**src/mpub_pkg.sv**
```systemverilog
/*
 * Package for the unbalance, thermal, breaker failure and ground protection block.
 * Assumes a single 40 MHz system clock and current magnitudes in one common unit.
 */
// Function
// - No unbalance detection below 30% rated load
// - Unbalance divides by mean or rated load
// - Deviation from phase farthest from mean
// - Alarm path mirrors trip with own pickup
// - Unbalance over pickup for delay drives relay
// - Thermal capacity over level alarms at once
// - Breaker failure assignment selects relays, message
// - Breaker failure needs trip and mean at or over pickup
// - Breaker failure output after pickup delay
// - Breaker failure held for dropout delay
// - Ground trip drives selected relays and indicators
// - Ground trip when ground current reaches pickup
// - On-start ground delay until start/run decided
package mpub_pkg;

	// ------------------------------------------------------------
	// Widths and timebase
	// ------------------------------------------------------------
	localparam int CUR_W = 16;
	localparam int DLY_W = 16;
	localparam int PCT_W = 8;
	localparam int CLK_HZ = 40000000;
	localparam int TICK_MS = 1;
	localparam int TICK_CYC = CLK_HZ / 1000 * TICK_MS;
	localparam int LIGHT_LOAD_PCT = 30;
	localparam int PCT_FULL = 100;
	localparam int UNB_W = 32;

	// ------------------------------------------------------------
	// Breaker failure assignment, motor state and message codes
	// ------------------------------------------------------------
	typedef enum logic [1:0] {
		MPUB_BF_OFF = 2'b00,
		MPUB_BF_ALARM = 2'b01,
		MPUB_BF_AUX = 2'b10,
		MPUB_BF_ALARM_AUX = 2'b11
	} mpub_bf_type;

	typedef enum logic [1:0] {
		MPUB_MS_STOPPED = 2'b00,
		MPUB_MS_UNDECIDED = 2'b01,
		MPUB_MS_STARTING = 2'b10,
		MPUB_MS_RUNNING = 2'b11
	} mpub_motor_type;

	localparam int MSG_W = 6;
	localparam logic [MSG_W-1:0] MSG_UNB_TRIP = 6'h01;
	localparam logic [MSG_W-1:0] MSG_UNB_ALARM = 6'h02;
	localparam logic [MSG_W-1:0] MSG_TC_ALARM = 6'h04;
	localparam logic [MSG_W-1:0] MSG_BF_ALARM = 6'h08;
	localparam logic [MSG_W-1:0] MSG_GND_TRIP = 6'h10;
	localparam logic [MSG_W-1:0] MSG_GND_ALARM = 6'h20;

endpackage

```
**src/mpub_delay.sv**
```systemverilog
/*
 * Qualifying delay: output rises once the condition has held for the programmed
 * number of millisecond ticks; restarts from zero whenever the condition drops.
 * Assumes a one-cycle tick pulse from a shared timebase.
 */
`timescale 1ns/1ps
module mpub_delay #(
	parameter int W = 16
) (
	// Clock and reset
	input wire logic clk_sys,
	input wire logic rst_n,
	input wire logic ce,
	input wire logic tick,
	// Condition
	input wire logic cond,
	input wire logic [W-1:0] delay_ms,
	output logic done
);
	import mpub_pkg::*;

	typedef struct packed {
		logic [W-1:0] cnt;
		logic done;
	} mpub_dly_type;

	mpub_dly_type st_ff, nxt_st;

	always_comb begin
		nxt_st = st_ff;
		if (!cond) begin
			nxt_st.cnt = '0;
			nxt_st.done = 1'b0;
		end else if (delay_ms == '0) begin
			nxt_st.done = 1'b1;
		end else if (tick && !st_ff.done) begin
			// One spare tick so a partial first tick never shortens the delay
			if (st_ff.cnt >= delay_ms) begin
				nxt_st.done = 1'b1;
			end else begin
				nxt_st.cnt = st_ff.cnt + 1'b1;
			end
		end
	end

	always_ff @(posedge clk_sys) begin
		if (!rst_n) begin
			st_ff <= '0;
		end else if (ce) begin
			st_ff <= nxt_st;
		end
	end

	assign done = st_ff.done;
endmodule

```
**src/mpub_protect.sv**
```systemverilog
/*
 * Top of the motor protection block: unbalance trip/alarm, thermal capacity alarm,
 * breaker failure and ground trip/alarm, driving relays, indicators and messages.
 * Assumes currents and setpoints are synchronous to clk_sys and refreshed per period.
 */
`timescale 1ns/1ps
module mpub_protect (
	// Clock, reset, enable
	input wire logic clk_sys,
	input wire logic rst_n,
	input wire logic ce,
	// Measured currents and rated load setting
	input wire logic [mpub_pkg::CUR_W-1:0] phase_a_cur,
	input wire logic [mpub_pkg::CUR_W-1:0] phase_b_cur,
	input wire logic [mpub_pkg::CUR_W-1:0] phase_c_cur,
	input wire logic [mpub_pkg::CUR_W-1:0] ground_cur,
	input wire logic [mpub_pkg::CUR_W-1:0] rated_load_current_setting,
	// Unbalance setpoints
	input wire logic unb_trip_en,
	input wire logic unb_alarm_en,
	input wire logic [mpub_pkg::PCT_W-1:0] unb_trip_pickup_pct,
	input wire logic [mpub_pkg::PCT_W-1:0] unb_alarm_pickup_pct,
	input wire logic [mpub_pkg::DLY_W-1:0] unb_delay_ms,
	// Thermal capacity
	input wire logic [mpub_pkg::PCT_W-1:0] tc_used_pct,
	input wire logic [mpub_pkg::PCT_W-1:0] tc_alarm_level_pct,
	input wire logic tc_alarm_en,
	// Breaker failure
	input wire mpub_pkg::mpub_bf_type bf_assign,
	input wire logic trip_active,
	input wire logic [mpub_pkg::CUR_W-1:0] bf_pickup,
	input wire logic [mpub_pkg::DLY_W-1:0] bf_pickup_delay_ms,
	input wire logic [mpub_pkg::DLY_W-1:0] bf_dropout_delay_ms,
	// Ground
	input wire logic gnd_trip_en,
	input wire logic gnd_alarm_en,
	input wire logic [1:0] gnd_trip_relays,
	input wire logic [mpub_pkg::CUR_W-1:0] gnd_trip_pickup,
	input wire logic [mpub_pkg::CUR_W-1:0] gnd_alarm_pickup,
	input wire logic [mpub_pkg::DLY_W-1:0] gnd_trip_dly_start_ms,
	input wire logic [mpub_pkg::DLY_W-1:0] gnd_trip_dly_run_ms,
	input wire logic [mpub_pkg::DLY_W-1:0] gnd_alarm_dly_start_ms,
	input wire logic [mpub_pkg::DLY_W-1:0] gnd_alarm_dly_run_ms,
	input wire mpub_pkg::mpub_motor_type motor_state,
	// Outputs
	output logic trip_relay,
	output logic alarm_relay,
	output logic aux_relay,
	output logic trip_led,
	output logic aux_led,
	output logic [mpub_pkg::MSG_W-1:0] msg_sel,
	output logic [mpub_pkg::UNB_W-1:0] unbalance_pct
);
	import mpub_pkg::*;

	// ------------------------------------------------------------
	// State
	// ------------------------------------------------------------
	typedef struct packed {
		logic [15:0] tick_cnt;
		logic tick;
		logic [CUR_W+1:0] mean3;
		logic [CUR_W-1:0] dev;
		logic unb_armed;
		logic [UNB_W-1:0] unb_num;
		logic [CUR_W+1:0] unb_den;
		logic [UNB_W-1:0] unb_quo;
		logic [UNB_W-1:0] unb_rem;
		logic [5:0] div_step;
		logic [UNB_W-1:0] unb_pct;
		logic bf_out;
		logic [DLY_W-1:0] bf_drop_cnt;
		logic trip_relay;
		logic alarm_relay;
		logic aux_relay;
		logic trip_led;
		logic aux_led;
		logic [MSG_W-1:0] msg;
	} mpub_state_type;

	mpub_state_type st_ff, nxt_st;

	logic [CUR_W-1:0] mean_phase_current;
	logic [CUR_W-1:0] da, db, dc;
	logic unb_trip_cond, unb_alarm_cond, unb_trip_q, unb_alarm_q;
	logic bf_cond, bf_pick_q;
	logic gnd_trip_cond, gnd_alarm_cond, gnd_trip_q, gnd_alarm_q;
	logic use_start_dly;
	logic [DLY_W-1:0] gnd_trip_dly, gnd_alarm_dly;
	logic tc_alarm;
	logic [UNB_W-1:0] unb_sum;

	assign mean_phase_current = st_ff.mean3[CUR_W-1:0];

	function automatic logic [CUR_W-1:0] absdiff(input logic [CUR_W-1:0] x,
		input logic [CUR_W-1:0] y);
		absdiff = (x >= y) ? (x - y) : (y - x);
	endfunction

	always_comb begin
		da = absdiff(phase_a_cur, mean_phase_current);
		db = absdiff(phase_b_cur, mean_phase_current);
		dc = absdiff(phase_c_cur, mean_phase_current);
	end

	// ------------------------------------------------------------
	// Delay qualifiers
	// ------------------------------------------------------------
	// Starting delay also covers the undecided window after current appears
	assign use_start_dly = (motor_state != MPUB_MS_RUNNING);
	assign gnd_trip_dly = use_start_dly ? gnd_trip_dly_start_ms : gnd_trip_dly_run_ms;
	assign gnd_alarm_dly = use_start_dly ? gnd_alarm_dly_start_ms : gnd_alarm_dly_run_ms;

	assign unb_trip_cond = unb_trip_en && st_ff.unb_armed
		&& (st_ff.unb_pct > UNB_W'(unb_trip_pickup_pct));
	assign unb_alarm_cond = unb_alarm_en && st_ff.unb_armed
		&& (st_ff.unb_pct > UNB_W'(unb_alarm_pickup_pct));
	assign bf_cond = trip_active && (mean_phase_current >= bf_pickup)
		&& (bf_assign != MPUB_BF_OFF);
	assign gnd_trip_cond = gnd_trip_en && (ground_cur >= gnd_trip_pickup);
	assign gnd_alarm_cond = gnd_alarm_en && (ground_cur >= gnd_alarm_pickup);
	assign tc_alarm = tc_alarm_en && (tc_used_pct > tc_alarm_level_pct);

	// Unbalance trip and alarm share one delay setting
	mpub_delay #(
		.W(DLY_W)
	) u_unb_trip (
		.clk_sys(clk_sys),
		.rst_n(rst_n),
		.ce(ce),
		.tick(st_ff.tick),
		.cond(unb_trip_cond),
		.delay_ms(unb_delay_ms),
		.done(unb_trip_q)
	);
	mpub_delay #(
		.W(DLY_W)
	) u_unb_alarm (
		.clk_sys(clk_sys),
		.rst_n(rst_n),
		.ce(ce),
		.tick(st_ff.tick),
		.cond(unb_alarm_cond),
		.delay_ms(unb_delay_ms),
		.done(unb_alarm_q)
	);
	// Breaker failure pickup qualifier
	mpub_delay #(
		.W(DLY_W)
	) u_bf_pick (
		.clk_sys(clk_sys),
		.rst_n(rst_n),
		.ce(ce),
		.tick(st_ff.tick),
		.cond(bf_cond),
		.delay_ms(bf_pickup_delay_ms),
		.done(bf_pick_q)
	);
	// Ground qualifiers, delay picked by motor state
	mpub_delay #(
		.W(DLY_W)
	) u_gnd_trip (
		.clk_sys(clk_sys),
		.rst_n(rst_n),
		.ce(ce),
		.tick(st_ff.tick),
		.cond(gnd_trip_cond),
		.delay_ms(gnd_trip_dly),
		.done(gnd_trip_q)
	);
	mpub_delay #(
		.W(DLY_W)
	) u_gnd_alarm (
		.clk_sys(clk_sys),
		.rst_n(rst_n),
		.ce(ce),
		.tick(st_ff.tick),
		.cond(gnd_alarm_cond),
		.delay_ms(gnd_alarm_dly),
		.done(gnd_alarm_q)
	);

	// ------------------------------------------------------------
	// Next state
	// ------------------------------------------------------------
	always_comb begin
		nxt_st = st_ff;
		unb_sum = '0;
		// Millisecond timebase
		nxt_st.tick = 1'b0;
		if (st_ff.tick_cnt == 16'(TICK_CYC - 1)) begin
			nxt_st.tick_cnt = '0;
			nxt_st.tick = 1'b1;
		end else begin
			nxt_st.tick_cnt = st_ff.tick_cnt + 16'h0001;
		end
		// Mean of the three phases, inputs taken as unsigned
		nxt_st.mean3 = ((CUR_W+2)'(phase_a_cur) + (CUR_W+2)'(phase_b_cur)
			+ (CUR_W+2)'(phase_c_cur)) / (CUR_W+2)'(3);
		// Largest deviation from the mean
		if (da >= db && da >= dc) begin
			nxt_st.dev = da;
		end else if (db >= dc) begin
			nxt_st.dev = db;
		end else begin
			nxt_st.dev = dc;
		end
		// Suppress on light load
		nxt_st.unb_armed = (32'(mean_phase_current) * PCT_FULL)
			>= (32'(rated_load_current_setting) * LIGHT_LOAD_PCT);
		// Serial restoring divider, one quotient bit per cycle
		if (st_ff.div_step == 6'h00) begin
			nxt_st.unb_num = 32'(st_ff.dev) * PCT_FULL;
			nxt_st.unb_den = (mean_phase_current >= rated_load_current_setting)
				? (CUR_W+2)'(mean_phase_current)
				: (CUR_W+2)'(rated_load_current_setting);
			nxt_st.unb_quo = '0;
			nxt_st.unb_rem = '0;
			nxt_st.div_step = 6'h01;
		end else if (st_ff.div_step <= 6'(UNB_W)) begin
			unb_sum = {st_ff.unb_rem[UNB_W-2:0], st_ff.unb_num[UNB_W-1]};
			nxt_st.unb_num = {st_ff.unb_num[UNB_W-2:0], 1'b0};
			if (st_ff.unb_den != '0 && unb_sum >= UNB_W'(st_ff.unb_den)) begin
				nxt_st.unb_rem = unb_sum - UNB_W'(st_ff.unb_den);
				nxt_st.unb_quo = {st_ff.unb_quo[UNB_W-2:0], 1'b1};
			end else begin
				nxt_st.unb_rem = unb_sum;
				nxt_st.unb_quo = {st_ff.unb_quo[UNB_W-2:0], 1'b0};
			end
			nxt_st.div_step = st_ff.div_step + 6'h01;
		end else begin
			nxt_st.unb_pct = (st_ff.unb_den == '0) ? '0 : st_ff.unb_quo;
			nxt_st.div_step = 6'h00;
		end
		// Breaker failure: pickup then held through the dropout delay
		if (bf_pick_q) begin
			nxt_st.bf_out = 1'b1;
			nxt_st.bf_drop_cnt = '0;
		end else if (st_ff.bf_out) begin
			// Spare tick keeps the hold at least the full dropout delay
			if (bf_dropout_delay_ms == '0) begin
				nxt_st.bf_out = 1'b0;
				nxt_st.bf_drop_cnt = '0;
			end else if (st_ff.tick) begin
				if (st_ff.bf_drop_cnt >= bf_dropout_delay_ms) begin
					nxt_st.bf_out = 1'b0;
					nxt_st.bf_drop_cnt = '0;
				end else begin
					nxt_st.bf_drop_cnt = st_ff.bf_drop_cnt + 1'b1;
				end
			end
		end
		// Relays, indicators and message flags
		nxt_st.trip_relay = unb_trip_q || (gnd_trip_q && gnd_trip_relays[0]);
		nxt_st.aux_relay = (gnd_trip_q && gnd_trip_relays[1])
			|| (st_ff.bf_out && (bf_assign == MPUB_BF_AUX
			|| bf_assign == MPUB_BF_ALARM_AUX));
		nxt_st.alarm_relay = unb_alarm_q || tc_alarm || gnd_alarm_q
			|| (st_ff.bf_out && (bf_assign == MPUB_BF_ALARM
			|| bf_assign == MPUB_BF_ALARM_AUX));
		// Ground trip lights only the indicators of the selected relays
		nxt_st.trip_led = unb_trip_q || (gnd_trip_q && gnd_trip_relays[0]);
		nxt_st.aux_led = gnd_trip_q && gnd_trip_relays[1];
		nxt_st.msg = '0;
		if (unb_trip_q) begin
			nxt_st.msg = nxt_st.msg | MSG_UNB_TRIP;
		end
		if (unb_alarm_q) begin
			nxt_st.msg = nxt_st.msg | MSG_UNB_ALARM;
		end
		if (tc_alarm) begin
			nxt_st.msg = nxt_st.msg | MSG_TC_ALARM;
		end
		if (st_ff.bf_out && bf_assign != MPUB_BF_AUX && bf_assign != MPUB_BF_OFF) begin
			nxt_st.msg = nxt_st.msg | MSG_BF_ALARM;
		end
		if (gnd_trip_q) begin
			nxt_st.msg = nxt_st.msg | MSG_GND_TRIP;
		end
		if (gnd_alarm_q) begin
			nxt_st.msg = nxt_st.msg | MSG_GND_ALARM;
		end
	end

	always_ff @(posedge clk_sys) begin
		if (!rst_n) begin
			st_ff <= '0;
		end else if (ce) begin
			st_ff <= nxt_st;
		end
	end

	// ------------------------------------------------------------
	// Outputs, all registered
	// ------------------------------------------------------------
	assign trip_relay = st_ff.trip_relay;
	assign alarm_relay = st_ff.alarm_relay;
	assign aux_relay = st_ff.aux_relay;
	assign trip_led = st_ff.trip_led;
	assign aux_led = st_ff.aux_led;
	assign msg_sel = st_ff.msg;
	assign unbalance_pct = st_ff.unb_pct;
endmodule

```
**config.mk**
```make
export PLATFORM = sky130hd
export DESIGN_NAME = mpub_protect
export DESIGN_NICKNAME = d
export VERILOG_FILES = /design/src/mpub_pkg.sv /design/src/mpub_delay.sv /design/src/mpub_protect.sv
export SDC_FILE = /design/constraint.sdc
export NUM_CORES = 2
export LEC_CHECK = 0
export BUFFER_PORTS_ARGS = -buffer_cell sky130_fd_sc_hd__buf_4
export CORE_UTILIZATION = 53
export DETAILED_ROUTE_END_ITERATION = 12
export GPL_TIMING_DRIVEN = 0
export PLACE_DENSITY = 0.85
export SYNTH_ARGS = -nofsm -noshare
export SYNTH_HDL_FRONTEND = slang
export SYNTH_SLANG_ARGS = --single-unit
```
**constraint.sdc**
```tcl
create_clock -name clk_sys -period 18.6 [get_ports clk_sys]
set_input_delay 0 -clock clk_sys [delete_from_list [all_inputs] [get_ports clk_sys]]
set_output_delay 0 -clock clk_sys [all_outputs]
set_load 0.01 [all_outputs]
```
==> impl_metrics.env <==
export IMPL_grt_pass1_vias=29900
export IMPL_yosys_area_top_type="ha_1"
export IMPL_final_cell_mix="ha_1 (510), inv_1 (446), buf_4 (369)"
export IMPL_min_to="u_unb_trip.st_ff[1]"
export IMPL_cp_max_fo=14
export IMPL_seqCellArea_sq_um=6190
export IMPL_finalClockSkew_ns=0.0176
export IMPL_die_w_um=250
export IMPL_grt_max_degree=15
export IMPL_crit_slowest_cell="a21oi_1"
export IMPL_wl_per_cell_um=18.6
export IMPL_worst_pin_slew_ns=1.23
export IMPL_hp_start="unb_trip_en"
export IMPL_drc=0
export IMPL_cts_buffers=35
export IMPL_synth_area_leaders="ha_1 (20%), dfxtp_1 (19%), a21o_1 (5.5%)"
export IMPL_die_area_sq_um=62400
export IMPL_synth_area_per_cell_sq_um=8.00
export IMPL_critPathArrivalTime_ns=10.47
export IMPL_layout_commonest_cell="ha_1"
export IMPL_maxCapViolCount=0
export IMPL_crit_start="mean_phase_current[1]"
export IMPL_cp_slowest_stage_delay_ns=0.89
export IMPL_start_kind="flip-flop"
export IMPL_detail_route_antenna_nets=0
export IMPL_worstSetupPathType="reg -> reg"
export IMPL_post_cts_setup_buffer_count=0
export IMPL_critPathCaptureType="flip-flop"
export IMPL_h_tree_depth=2
export IMPL_netlist_instances=4064
export IMPL_p_sw_w=0.00246
export IMPL_routed_wl_um=97900
export IMPL_hold_path_class="in -> reg"
export IMPL_critPathRequiredTime_ns=19.02
export IMPL_drive_gt1_share_pct=11.7
export IMPL_placedCellCount=5175
export IMPL_comb_power_share_pct=69.9
export IMPL_cts_max_path_buffers=3
export IMPL_powerDensity_nw_per_um2=137
export IMPL_vias_per_cell=5.99
export IMPL_root_buffer="clkbuf_16"
export IMPL_tns_ns=0
export IMPL_post_route_period_util_pct=54.1
export IMPL_final_cell_area_sq_um=37400
export IMPL_place_detailed_hpwl_um=77900
export IMPL_r2r_start="mean_phase_current[1]"
export IMPL_finalHoldViolations=0
export IMPL_switching_share_pct=48.2
export IMPL_coreArea_sq_um=60500
export IMPL_grt_pass1_wl_um=155000
export IMPL_io_buffer_count=329
export IMPL_ir_drop_uv=84.9
export IMPL_fp_dieH_um=250
export IMPL_timing_fmax_mhz=99.5
export IMPL_fillerInstances=5122
export IMPL_antenna_found_initial=2
export IMPL_rr_endpoint="st_ff[191]"
export IMPL_hold_depth=5
export IMPL_ios=330
export IMPL_rsz0062_at_grt="false"
export IMPL_nNetsFinal=5326
export IMPL_dpl_cell_area_sq_um=36000
export IMPL_seq_power_share_pct=16.6
export IMPL_ys_ff_latch=309
export IMPL_overflow=0
export IMPL_setup_viol=0
export IMPL_area_growth_pct=14.8
export IMPL_synth_top_cell_area_share_pct=19.6
export IMPL_path_common_cell="a21o_1"
export IMPL_num_rows=90
export IMPL_multiInputGateArea_sq_um=23700
export IMPL_drt_iter0_markers=2874
export IMPL_syn_num_nets=4936
export IMPL_clkPwrFrac_pct=13.5
export IMPL_clkTransAtPathRegs_ns=0.06
export IMPL_ys_async_sr_fraction_pct=0
export IMPL_vias=31500
export IMPL_tritoncts="built"
export IMPL_synth_ff_type="dfxtp_1"
export IMPL_fin_crit_ns=10.06
export IMPL_insertion_delay_ns=0.55
export IMPL_p_int_w=0.00265
export IMPL_power_w=0.00511
export IMPL_netlist_area_sq_um=32500
export IMPL_ff2ff_setup_slack_ns=8.54
export IMPL_slew_viol_final=0
export IMPL_reg2regPathDepth=36
export IMPL_outcome="finished, final reports clean"
export IMPL_power_leakage_nw=18.9
export IMPL_ys_seq_area_share_pct=19.0
export IMPL_place_gp_congestion=0.988
export IMPL_yosysWarnings=0
export IMPL_synth_edff_count=0
export IMPL_cts_sinks=309
export IMPL_drt_pass1_iter_count=6
export IMPL_relSlewSlack_pct=17.8
export IMPL_grt_total_usage_pct=30.4
export IMPL_synth_distinct_cells=104
export IMPL_floorplan_initialDensity_pct=53.8
export IMPL_final_cells=5263
cell families (layout without fill, tap and decap cells):
logic type,count (synthesis),count (layout),synth area share (%)
adder cells (fa/ha/maj),586,586,24.3
buffers and inverters,643,1058,8.02
AND/OR/NAND/NOR,1073,1073,16.1
multiplexers,143,143,4.48
flip-flops,309,309,19.0
other,0,2,0
XOR/XNOR,161,161,4.44
AO/OA/AOI/OAI,1149,1149,23.6
per-layer routing:
layer	GRT usage [%]	vias up	routed length (um)	part of all wire (%)
li1	-	15200	-	-
met1	40.2	14700	42300	43
met2	48.7	1388	42900	44
met3	4.94	252	8170	8.4
met4	13.4	0	4510	4.6
met5	0	-	0	0
flip-flops by register name, indices dropped and copies added, names as in the netlist, 6 cells and up:
register and count:
unbalance_pct 32, u_gnd_alarm.st_ff 16, st_ff 166, u_unb_alarm.st_ff 16, u_unb_trip.st_ff 16, msg_sel 6
u_gnd_trip.st_ff 16, mean_phase_current 16, u_bf_pick.st_ff 16
through the flow:
| step | util [%] | hold slack, ns | worst slack, ns |
|---|---|---|---|
| 3_5_place_dp | 59.5 | 0.317 | 8.82 |
| 5_1_grt | 61.8 | 0.0563 | 8.03 |
| 3_3_place_gp | 59.5 | 0.318 | 8.88 |
| 4_1_cts | 61.8 | 0.0127 | 8.76 |
| 2_1_floorplan | - | 0.164 | 10.83 |
| 6_report | 61.8 | 0.0189 | 8.54 |
what timing repair did:
item                                   in CTS  in global routing
hold buffers                               24                  0
endpoints found under the hold margin      31                  0
gates resized for setup                     0                  0
synth_stat cells, types with 18 or more instances:
master and instances:
a211oi_1 42, a21boi_0 18, a21o_1 240, a21oi_1 306, a22oi_1 68, a31oi_1 20
and3_1 31, buf_4 40, clkbuf_1 133, dfxtp_1 309, fa_1 75, ha_1 510
inv_1 446, mux2_2 19, mux2i_1 123, nand2_1 271, nand2b_1 41, nand3_1 145
nand3b_1 23, nand4_1 56, nor2_1 294, nor2b_1 23, nor3_1 41, nor4_1 38
o211ai_1 29, o21a_1 30, o21ai_0 180, o21bai_1 46, or3_1 24, xnor2_1 88
xor2_1 70
critical path: cells and delay by family (launching register included):
kind | cells | cell delay [ns]
muxes | 2 | 0.56
adders and majority gates | 2 | 0.81
DFF | 1 | 0.83
buffers and inverters | 4 | 1.73
and+or+nand+nor | 1 | 0.06
AOI/OAI and AO/OA | 26 | 5.52
xor gates and xnor gates | 1 | 0.42
layout make-up:
class	count	area share [%]
Buffer	197	2.50
Tap cell	782	2.62
Multi-Input combinational cell	3112	63.5
Inverter	446	4.48
Sequential cell	309	16.6
Antenna cell	2	0.0134
Clock buffer	50	2.74
Clock inverter	12	0.285
Timing Repair Buffer	353	7.26
power by group through the flow:
stage                     combinational (W)  sequential, W  clock, W
after detailed placement            0.00346       0.000858         0
after global placement              0.00336       0.000855         0
after global routing                0.00397       0.000854  0.000719
final                               0.00357       0.000849  0.000690
after CTS                           0.00351       0.000844  0.000691
after floorplan                     0.00267       0.000800         0
worst max path at each step:
stage,to,slack [ns],cells past startpoint
2_1_floorplan,st_ff[194],10.83,36
3_3_place_gp,st_ff[191],8.88,36
3_5_place_dp,st_ff[191],8.82,36
4_1_cts,st_ff[188],8.76,36
5_1_grt,st_ff[191],8.03,36
6_report,st_ff[191],8.54,36
Power figures use the tool's default switching activity.
